<file path="config.mk">
export PLATFORM = sky130hd
export DESIGN_NAME = port_adc_result_registers
export DESIGN_NICKNAME = d
export VERILOG_FILES = /design/src/hw/result_slot.v /design/src/hw/port_adc_result_registers.v
export VERILOG_INCLUDE_DIRS = /design/src /design/src/inc
export SDC_FILE = /design/constraint.sdc
export NUM_CORES = 1
export LEC_CHECK = 0
export ABC_AREA = 0
export BUFFER_PORTS_ARGS = -buffer_cell sky130_fd_sc_hd__buf_4
export CORE_AREA = 2 2 78 80
export CTS_BUF_LIST = sky130_fd_sc_hd__clkbuf_2 sky130_fd_sc_hd__clkbuf_4 sky130_fd_sc_hd__clkbuf_8
export DETAILED_ROUTE_END_ITERATION = 12
export DIE_AREA = 0 0 80 82
export PLACE_DENSITY = 0.8
export SYNTH_ARGS = -nofsm -noshare
export SYNTH_HDL_FRONTEND = slang
export SYNTH_SLANG_ARGS = --single-unit
</file>
<file path="constraint.sdc">
create_clock -name clk_sys -period 2 [get_ports clk_sys]
set_input_delay 0.6 -clock clk_sys [delete_from_list [all_inputs] [get_ports clk_sys]]
set_output_delay 0.6 -clock clk_sys [all_outputs]
set_load 0.02 [all_outputs]
</file>
<file path="src/inc/adc_result_defines.vh">
`ifndef ADC_RESULT_DEFINES_VH
`define ADC_RESULT_DEFINES_VH
`define SEL_CTRL 4'h3
`define SEL_STAT2 4'h5
`define SEL_V_LO 4'h8
`define SEL_V_HI 4'h9
`define SEL_I_LO 4'ha
`define SEL_I_HI 4'hb
`define SEL_T_LO 4'hc
`define SEL_T_HI 4'hd
`define SEL_IRQ_STAT 4'he
`define SEL_IRQ_MASK 4'hf
`define CTRL_START_BIT 3
`define CTRL_ABORT_BIT 2
`define STAT2_BUSY_BIT 3
`define DONE_BIT 7
`define REG_RESET 8'h00
`define RESULT_RESET 15'h0000
`define Q_VOLT 2'h0
`define Q_CURR 2'h1
`define Q_TEMP 2'h2
`endif

</file>
<file path="src/hw/result_slot.v">
`timescale 1ns/1ps
`include "adc_result_defines.vh"
module result_slot (
  clk_sys,
  rst_n,
  ce,
  start,
  done,
  result,
  value_ff,
  complete_ff
);
  input wire clk_sys;
  input wire rst_n;
  input wire ce;
  input wire start;
  input wire done;
  input wire [14:0] result;
  output reg [14:0] value_ff;
  output reg complete_ff;
  always @(posedge clk_sys or negedge rst_n)
  begin
    if (!rst_n)
    begin
      value_ff <= `RESULT_RESET;
      complete_ff <= 1'b0;
    end
    else if (ce)
    begin
      if (done)
      begin
        value_ff <= result;
        complete_ff <= 1'b1;
      end
      else if (start)
        complete_ff <= 1'b0;
    end
  end
endmodule // result_slot

</file>
<file path="src/hw/port_adc_result_registers.v">
// Summary of operation
// - select 1000 reads voltage bits 7..0
// - select 1001 reads voltage bits 14..8
// - voltage done flag clears at start
// - voltage done flag sets at finish
// - select 1010 reads current bits 7..0
// - select 1011 reads current bits 14..8
// - current done flag clears at start
// - current done flag sets at finish
// - select 1100 reads temperature bits 7..0
// - select 1101 reads temperature bits 14..8
// - temperature done flag clears at start
// - temperature done flag sets at finish
// - control bit 3 starts, self clears
// - status 2 bit 3 shows busy
//
// Decided for this implementation: strobed register access.
`timescale 1ns/1ps
`include "adc_result_defines.vh"
module port_adc_result_registers (
  clk_sys,
  rst_n,
  ce,
  reg_addr,
  reg_wdata,
  reg_wr,
  reg_rd,
  reg_rdata,
  conv_start,
  conv_abort,
  conv_sel,
  adc_begin,
  adc_done,
  adc_result,
  irq
);
  input wire clk_sys;
  input wire rst_n;
  input wire ce;
  input wire [3:0] reg_addr;
  input wire [7:0] reg_wdata;
  input wire reg_wr;
  input wire reg_rd;
  output reg [7:0] reg_rdata;
  output reg conv_start;
  output reg conv_abort;
  output reg [1:0] conv_sel;
  input wire adc_begin;
  input wire adc_done;
  input wire [14:0] adc_result;
  output wire irq;

  localparam ST_IDLE = 1'b0;
  localparam ST_BUSY = 1'b1;

  reg state_ff;
  reg nxt_state;
  reg [1:0] qsel_ff;
  reg [2:0] irq_stat_ff;
  reg [2:0] irq_mask_ff;
  reg [2:0] nxt_irq_stat;
  wire [14:0] volt_val;
  wire [14:0] curr_val;
  wire [14:0] temp_val;
  wire volt_ok;
  wire curr_ok;
  wire temp_ok;
  wire start_wr;
  wire start_ok;
  wire abort_wr;
  wire stat_wr;
  wire mask_wr;
  reg [2:0] begin_vec;
  reg [2:0] done_vec;
  reg nxt_conv_start;
  reg nxt_conv_abort;
  reg [7:0] nxt_rdata;
  wire [7:0] volt_lo_word;
  wire [7:0] volt_hi_word;
  wire [7:0] curr_lo_word;
  wire [7:0] curr_hi_word;
  wire [7:0] temp_lo_word;
  wire [7:0] temp_hi_word;

  function [2:0] onehot;
    input [1:0] q;
    begin
      onehot = 3'h0;
      case (q)
        `Q_VOLT: onehot = 3'h1;
        `Q_CURR: onehot = 3'h2;
        `Q_TEMP: onehot = 3'h4;
        default: onehot = 3'h0;
      endcase
    end
  endfunction

  function [7:0] hi_byte;
    input ok;
    input [14:0] v;
    begin
      hi_byte = {ok, v[14:8]};
    end
  endfunction

  // read mux, zero for unmapped selects
  function [7:0] rd_word;
    input [3:0] sel;
    begin
      rd_word = `REG_RESET;
      case (sel)
        `SEL_CTRL: rd_word = {6'h00, qsel_ff};
        `SEL_STAT2: rd_word = {4'h0, state_ff == ST_BUSY, 3'h0};
        `SEL_V_LO: rd_word = volt_lo_word;
        `SEL_V_HI: rd_word = volt_hi_word;
        `SEL_I_LO: rd_word = curr_lo_word;
        `SEL_I_HI: rd_word = curr_hi_word;
        `SEL_T_LO: rd_word = temp_lo_word;
        `SEL_T_HI: rd_word = temp_hi_word;
        `SEL_IRQ_STAT: rd_word = {5'h00, irq_stat_ff};
        `SEL_IRQ_MASK: rd_word = {5'h00, irq_mask_ff};
        default: rd_word = `REG_RESET;
      endcase
    end
  endfunction

  assign volt_lo_word = volt_val[7:0];
  assign volt_hi_word = hi_byte(volt_ok, volt_val);
  assign curr_lo_word = curr_val[7:0];
  assign curr_hi_word = hi_byte(curr_ok, curr_val);
  assign temp_lo_word = temp_val[7:0];
  assign temp_hi_word = hi_byte(temp_ok, temp_val);

  assign start_wr = reg_wr && (reg_addr == `SEL_CTRL) && reg_wdata[`CTRL_START_BIT];
  assign start_ok = start_wr && (state_ff == ST_IDLE);
  assign abort_wr = reg_wr && (reg_addr == `SEL_CTRL) && reg_wdata[`CTRL_ABORT_BIT];
  assign stat_wr = reg_wr && (reg_addr == `SEL_IRQ_STAT);
  assign mask_wr = reg_wr && (reg_addr == `SEL_IRQ_MASK);

  // converter events count only while busy
  always @*
  begin
    begin_vec = 3'h0;
    if (state_ff == ST_BUSY && adc_begin)
    begin
      begin_vec = onehot(qsel_ff);
    end
  end

  always @*
  begin
    done_vec = 3'h0;
    if (state_ff == ST_BUSY && adc_done)
    begin
      done_vec = onehot(qsel_ff);
    end
  end

  always @*
  begin
    nxt_state = state_ff;
    case (state_ff)
      ST_IDLE: if (start_wr) nxt_state = ST_BUSY;
      ST_BUSY: if (adc_done || conv_abort) nxt_state = ST_IDLE;
      default: nxt_state = ST_IDLE;
    endcase
  end

  always @*
  begin
    nxt_irq_stat = irq_stat_ff;
    if (stat_wr)
      nxt_irq_stat = irq_stat_ff & ~reg_wdata[2:0];
    nxt_irq_stat = nxt_irq_stat | done_vec;
  end

  // start bit is a one-cycle pulse, never stored
  always @*
  begin
    nxt_conv_start = 1'b0;
    if (start_ok)
    begin
      nxt_conv_start = 1'b1;
    end
  end

  // abort only means something while busy
  always @*
  begin
    nxt_conv_abort = 1'b0;
    if (abort_wr && state_ff == ST_BUSY)
    begin
      nxt_conv_abort = 1'b1;
    end
  end

  // read data stands one cycle, else zero
  always @*
  begin
    nxt_rdata = `REG_RESET;
    if (reg_rd)
    begin
      nxt_rdata = rd_word(reg_addr);
    end
  end

  always @(posedge clk_sys or negedge rst_n)
  begin
    if (!rst_n)
      state_ff <= ST_IDLE;
    else if (ce)
      state_ff <= nxt_state;
  end

  always @(posedge clk_sys or negedge rst_n)
  begin
    if (!rst_n)
      conv_start <= 1'b0;
    else if (ce)
      conv_start <= nxt_conv_start;
  end

  always @(posedge clk_sys or negedge rst_n)
  begin
    if (!rst_n)
      conv_abort <= 1'b0;
    else if (ce)
      conv_abort <= nxt_conv_abort;
  end

  // quantity latched only on an accepted start
  always @(posedge clk_sys or negedge rst_n)
  begin
    if (!rst_n)
    begin
      qsel_ff <= `Q_VOLT;
      conv_sel <= `Q_VOLT;
    end
    else if (ce)
    begin
      if (start_ok)
      begin
        qsel_ff <= reg_wdata[1:0];
        conv_sel <= reg_wdata[1:0];
      end
    end
  end

  // set wins over write-one-to-clear
  always @(posedge clk_sys or negedge rst_n)
  begin
    if (!rst_n)
      irq_stat_ff <= 3'h0;
    else if (ce)
      irq_stat_ff <= nxt_irq_stat;
  end

  always @(posedge clk_sys or negedge rst_n)
  begin
    if (!rst_n)
      irq_mask_ff <= 3'h0;
    else if (ce)
    begin
      if (mask_wr)
      begin
        irq_mask_ff <= reg_wdata[2:0];
      end
    end
  end

  always @(posedge clk_sys or negedge rst_n)
  begin
    if (!rst_n)
      reg_rdata <= `REG_RESET;
    else if (ce)
      reg_rdata <= nxt_rdata;
  end

  assign irq = |(irq_stat_ff & irq_mask_ff);

  result_slot u_volt (
    .clk_sys(clk_sys),
    .rst_n(rst_n),
    .ce(ce),
    .start(begin_vec[0]),
    .done(done_vec[0]),
    .result(adc_result),
    .value_ff(volt_val),
    .complete_ff(volt_ok)
  );

  result_slot u_curr (
    .clk_sys(clk_sys),
    .rst_n(rst_n),
    .ce(ce),
    .start(begin_vec[1]),
    .done(done_vec[1]),
    .result(adc_result),
    .value_ff(curr_val),
    .complete_ff(curr_ok)
  );

  result_slot u_temp (
    .clk_sys(clk_sys),
    .rst_n(rst_n),
    .ce(ce),
    .start(begin_vec[2]),
    .done(done_vec[2]),
    .result(adc_result),
    .value_ff(temp_val),
    .complete_ff(temp_ok)
  );
endmodule // port_adc_result_registers

</file>
# ---- Yosys cells after proc, flatten, opt, wreduce, memory -nomap -nowiden
# Cells that the tools add are included.
dict set report classes {
  eq_ne 12
  n_bitwise 5
  reduce_logical 23
  mux 17
}
# cell n
set op_table {}
lappend op_table {{one-hot mux 8 bit (10 select lines)} 1}
lappend op_table {{== test 4 bit (second input constant)} 8}
lappend op_table {{AND reduction 2 bit} 8}
lappend op_table {{2-to-1 mux 1 bit} 10}
lappend op_table {{logical AND 1 bit} 9}
lappend op_table {{2-to-1 mux 3 bit} 3}
lappend op_table {{one-hot mux 3 bit (3 select lines)} 1}
lappend op_table {{2-to-1 mux 8 bit} 1}
lappend op_table {{AND 3 bit} 2}
lappend op_table {{nonzero test 2 bit} 3}
lappend op_table {{== test 4 x 2 -> 1 bit (second input constant)} 1}
lappend op_table {{== test 4 x 3 -> 1 bit (second input constant)} 1}
lappend op_table {{NOT 3 bit} 1}
lappend op_table {{bitwise OR 3 bit} 1}
lappend op_table {{OR reduction 3 bit} 1}
lappend op_table {{== test 2 x 1 -> 1 bit (second input constant)} 1}
lappend op_table {{== test 2 bit (second input constant)} 1}
lappend op_table {{logical NOT 2 bit} 1}
lappend op_table {{one-hot mux 1 bit (2 select lines)} 1}
lappend op_table {{logical OR 1 bit} 1}
lappend op_table {{NOT 1 bit} 1}
dict set report totals {
  word_cells 70
  output_inout_bits 13
  register_bits 67
  in_bits 34
}

# ---- Longest topological paths before layout
dict set report depth {
  ltp_word 5
  depth_mapped 6
  depth_no_buf 4
}

# ---- By module
# A second synthesis with hierarchy kept.
dict set report unflattened {
  cells_unflattened 254
  area_unflattened_um2 3384.5
}
# mod cells_per_inst n_inst area_per_inst_um2 seq_area_each_um2
set modules_own_cells {}
lappend modules_own_cells {result_slot 35 3 651.9 400.4}
lappend modules_own_cells {port_adc_result_registers 149 1 1428.9 475.5}

# ---- Worst setup path before layout
# Ideal clock, no wire load.
dict set report synth_path {
  path_kind {in2reg}
  from {in reg_addr[0]}
  to {reg reg_rdata[5]}
  required_ns 1.876
  setup_slack_ns 0.194
  setup_ns 0.124
  path_stages 4
  arrival_ns 1.682
  path_cell_list {buf_2 mux4_2 and3_1 a211o_1}
}
dict set report synth_via {
  elab_chain_cells 3
  elab_cells_between_ends 12
  cone_classes {eq/ne: 10; mux: 2}
}
# item line
set synth_lines {}
lappend synth_lines {{start, declared} port_adc_result_registers.v:40} ;# input wire [3:0] reg_addr;
lappend synth_lines {{== test 4 bit (tied with other cells)} port_adc_result_registers.v:111} ;# case (sel)
lappend synth_lines {{one-hot mux 8 bit (10 select lines) *} port_adc_result_registers.v:111}
lappend synth_lines {{2-to-1 mux 8 bit *} port_adc_result_registers.v:201} ;# if (reg_rd)
lappend synth_lines {{end signal, assigned} port_adc_result_registers.v:274} ;# reg_rdata <= `REG_RESET;
lappend synth_lines {{end signal, assigned} port_adc_result_registers.v:276} ;# reg_rdata <= nxt_rdata;
lappend synth_lines {{end, declared} port_adc_result_registers.v:44} ;# output reg [7:0] reg_rdata;
# Every way passes the cells marked *; elsewhere a longest branch is shown, timed or not.
# A chain may end at the register's enable or synchronous reset.

# ---- Worst setup path after layout
dict set report layout_path {
  from {reg irq_mask_ff[2]}
  to {out irq}
}
dict set report layout_via {
  elab_chain_cells 2
}
# item line
set layout_lines {}
lappend layout_lines {{start, declared} port_adc_result_registers.v:60} ;# reg [2:0] irq_mask_ff;
lappend layout_lines {{start signal, assigned} port_adc_result_registers.v:266} ;# irq_mask_ff <= reg_wdata[2:0];
lappend layout_lines {{AND 3 bit} port_adc_result_registers.v:279} ;# assign irq = |(irq_stat_ff & irq_mask_ff);
lappend layout_lines {{OR reduction 3 bit} port_adc_result_registers.v:279}
lappend layout_lines {{end, declared} port_adc_result_registers.v:51} ;# output wire irq;
# No other way between the ends.

==> run summary <==
The flow ran to the end, and the final reports show no timing, DRC or antenna violations. The worst supply voltage drop on vdd was 495 µV. The logs give 0 ps for the total negative slack for setup checks and 2,175 for the total via count after detailed routing.

The run gives 67 as the total clock sinks. The switching fraction of total power is 0.242, and the count of endpoints failing setup in the final report is 0. The DRC marker count from the first detailed-route iteration is 154, and the total half-perimeter wirelength after legalization and detailed placement is 4820 µm. Maximum fanout encountered on the critical timing path: 3. The initialized floorplan defines 28 standard-cell rows. The number of warnings printed during yosys synthesis was 0. After synthesis the netlist holds a flip-flop and latch count of 67. Number of antenna violations at the first check in global routing: 0. Critical path class: reg -> out. The clock slew seen by the registers of the worst setup and hold paths was 70 ps; the count of placed standard cells in the final layout, fillers left out was 380. The per-cell routed wire length is 18.4 µm, and the power share of the combinational group is 0.136.

At the end of routability-driven placement, the weighted congestion stood at 0.813. In the post-synthesis netlist, the biggest area contributors are sky130_fd_sc_hd__dfrtp_1 (51%), sky130_fd_sc_hd__mux2_4 (14%), sky130_fd_sc_hd__mux2_2 (7.6%). The startpoint type of the worst setup path is a flop. For the share of total power in the clock network, the log shows 0.356.

The placed instances occupy a cell area of 3750 µm². After routing the design area is 3940 µm². The number of nets in the synthesized netlist is 280.

The floorplan die width works out to 80 µm. Buffers placed on the I/O ports in this run total 42. Detail-routed via count per cell: 5.72. The largest total area in the synthesized netlist belongs to sky130_fd_sc_hd__dfrtp_1.

The placed instance count came out at 365. Dividing the synthesized area by the synthesized cell count gives 13.3 µm². The hold violation total from the final report was 0; the total congestion overflow was 0.

The cell area that synthesis handed to floorplanning was 3270 µm². The die covers 6560 µm². The power density of the placed cells is 771 nW/µm². For the all-layer global routing usage, the log shows 0.232.

Internal power comes to 2.30 mW. The worst relative slew slack is 0.734, and the max-capacitance violation count is 0. The final period demand of the worst path was 1930 ps. The net count of the finished layout is 336. The timing-limited maximum frequency is 0.517 GHz, and the iteration count of the initial detailed-routing pass is 4.

The delay contributed by the slowest stage of the critical path is 400 ps. The part of the cycle the worst path needs is 0.967. Buffers inserted during clock tree synthesis total 9. For the instance count of the mapped netlist, the log shows 246. Core outline area: 5750 µm². For the quantity of gates resized following cts, the log shows 0. The run gives 422 as the layout filler cell count.

The run gives 0 as the number of antenna cells inserted. The run gives 68 as the pin count of the biggest net entering global routing. Transition time of the tightest slew-check pin: 399 ps. For the maximum clock path buffer count, the log shows 2. The run gives 0 as the remaining design rule violation count.

STA classifies the critical path endpoint as an output port. The later pin in the worst-skew pair is clocked with a latency of 340 ps. The starting density of the core was 0.569; the area fraction of the dominant cell type after synthesis was 0.512. STA puts the critical path data required time at 1400 ps.

Traced cell by cell, the critical path runs through a222oi_1 > inv_1 > buf_4. Summed over all nets, the switching power comes to 0.736 mW. After synthesis, the netlist uses 42 different library cells. The worst hold margin was 237 ps. The tools report the total count of max-transition violations in the final report as 0. The first global-routing pass estimated 11,300 µm of wire. TritonCTS built the clock tree. In this run the number of H-tree levels came out at 3.

The run gives 0 as the post-detailed-route count of antenna-violating nets. At the worst endpoint, the arrival time is 1330 ps. For the number of global-route vias before repair, the log shows 2,217. Setup repair after global routing could not meet its margin everywhere. The setup fix buffers added after clock tree synthesis was 0.

The run gives 6.37 ps as the clock tree skew after final layout. For this design the static power due to leakage is 2.03 nW. The run gives 0.512 as the sequential fraction of the synthesis area. Summed over all layers, the routed wires come to 7000 µm.

The fraction of final layout cells with drive strength greater than 1 came out at 0.433. CTS placed an instance of sky130_fd_sc_hd__clkbuf_8 at the clock tree root. After clock tree synthesis, the flow added hold-fix buffers numbering 0. For this design, the slowest cell found on the critical path is sky130_fd_sc_hd__dfrtp_1.

The part of the total power dissipated in sequential elements is 0.508, and the number of I/O pins is 47. From synthesis to final layout, the design area changed by 20.4%. The die is 82 µm tall.

The path type of the worst min-delay path is in -> async. Final core area utilization: 0.686.
layer usage:
metal  global-route usage  wire (µm)
met5                    0          0
met4               0.0966        102
met3               0.0462        286
met2                0.364       3350
met1                0.318       3270
worst paths after layout:
path / from / endpoint / slack [ps] / cells after the start
worst max-delay path: irq_mask_ff[2] / irq / 70 / 3
worst min-delay path: rst_n / u_volt.value_ff[14] / 240 / 2
worst max register to register: state_ff / u_curr.value_ff[5] / 420 / 4
worst min register to register: reg_rdata[6] / reg_rdata[6] / 500 / 1
max in group asynchronous: rst_n / u_temp.value_ff[1] / 1450 / 2
min in group clk_sys: reg_rdata[6] / reg_rdata[6] / 500 / 1
final cells by class:
cell class / instances / area [µm²] / area share
clock buffers: 11 / 145 / 0.0368
clock inverters: 3 / 40.0 / 0.0102
inverters: 11 / 41.3 / 0.0105
multi-input cells: 156 / 1480 / 0.375
flip-flops and latches: 67 / 1680 / 0.426
well taps: 75 / 93.8 / 0.0238
repair buffers: 57 / 465 / 0.118
power groups by stage:
| stage | registers [mW] | logic (mW) | clock network (mW) |
|---|---|---|---|
| finish | 1.54 | 0.413 | 1.08 |
| global route | 1.55 | 0.449 | 1.17 |
| CTS | 1.54 | 0.412 | 1.10 |
| detailed placement | 1.57 | 0.410 | 0 |
| global placement | 1.56 | 0.397 | 0 |
| floorplan | 1.55 | 0.238 | 0 |
layout by cell type (no fill, tap or decap), types with 3 or more instances in the layout:
cell type,count
sky130_fd_sc_hd__inv_1,10
sky130_fd_sc_hd__nor3_1,4
sky130_fd_sc_hd__o211ai_1,3
sky130_fd_sc_hd__clkbuf_8,10
sky130_fd_sc_hd__buf_12,3
sky130_fd_sc_hd__nand3_1,5
sky130_fd_sc_hd__nand2b_1,3
sky130_fd_sc_hd__mux2_2,22
sky130_fd_sc_hd__a31oi_1,5
sky130_fd_sc_hd__o21ai_0,8
sky130_fd_sc_hd__mux2_4,30
sky130_fd_sc_hd__a21oi_1,5
sky130_fd_sc_hd__mux2i_1,13
sky130_fd_sc_hd__a32o_1,3
sky130_fd_sc_hd__o2bb2ai_1,3
sky130_fd_sc_hd__a22o_1,8
sky130_fd_sc_hd__dfrtp_1,67
sky130_fd_sc_hd__nand2_1,13
sky130_fd_sc_hd__buf_4,54
synth_stat cells, drive strengths merged:
master,number
a31oi,5
and3,2
nor2,2
o21ai,9
nand2,17
nand3,5
nor3b,3
a32oi,1
nand3b,2
o221ai,1
a21oi,5
a32o,3
a221o,1
mux4,2
dfrtp,67
nor4bb,1
mux2,52
inv,10
a211o,1
a211oi,2
nor2b,1
a222oi,1
o31ai,1
o2bb2ai,3
clkinv,1
a22oi,2
nand2b,3
a2bb2oi,1
a22o,8
o211ai,3
buf,12
o22ai,1
mux2i,13
nor3,5
metrics by stage:
| stage | power (mW) | worst slack (ps) |
|---|---|---|
| after floorplan | 1.79 | 194 |
| after global placement | 1.96 | 134 |
| after detailed placement | 1.98 | 107 |
| after CTS | 3.05 | 26.1 |
| after global routing | 3.17 | -13.2 |
| final | 3.04 | 66.7 |
logic make-up (layout without fill, tap and decap cells):
logic type / after synthesis / after routing / share of synthesized area
DFF: 67 / 67 / 0.512
and+or+nand+nor: 41 / 41 / 0.0776
AOI/OAI and AO/OA: 48 / 48 / 0.107
buffers and inverters: 23 / 82 / 0.0363
muxes: 67 / 67 / 0.267
worst max-delay path: cells and delay by family (launching register included):
family | cells | cell delay, ps
AO/OA/AOI/OAI | 1 | 370
buffers and inverters | 2 | 230
flip-flops | 1 | 400
flip-flops by register name (all words and copies together) (netlist names), 2 cells and up:
signal / flops
irq_mask_ff: 3
irq_stat_ff: 3
qsel_ff: 2
reg_rdata: 8
u_curr.value_ff: 15
u_temp.value_ff: 15
u_volt.value_ff: 15
Power figures use the tool's default switching activity.
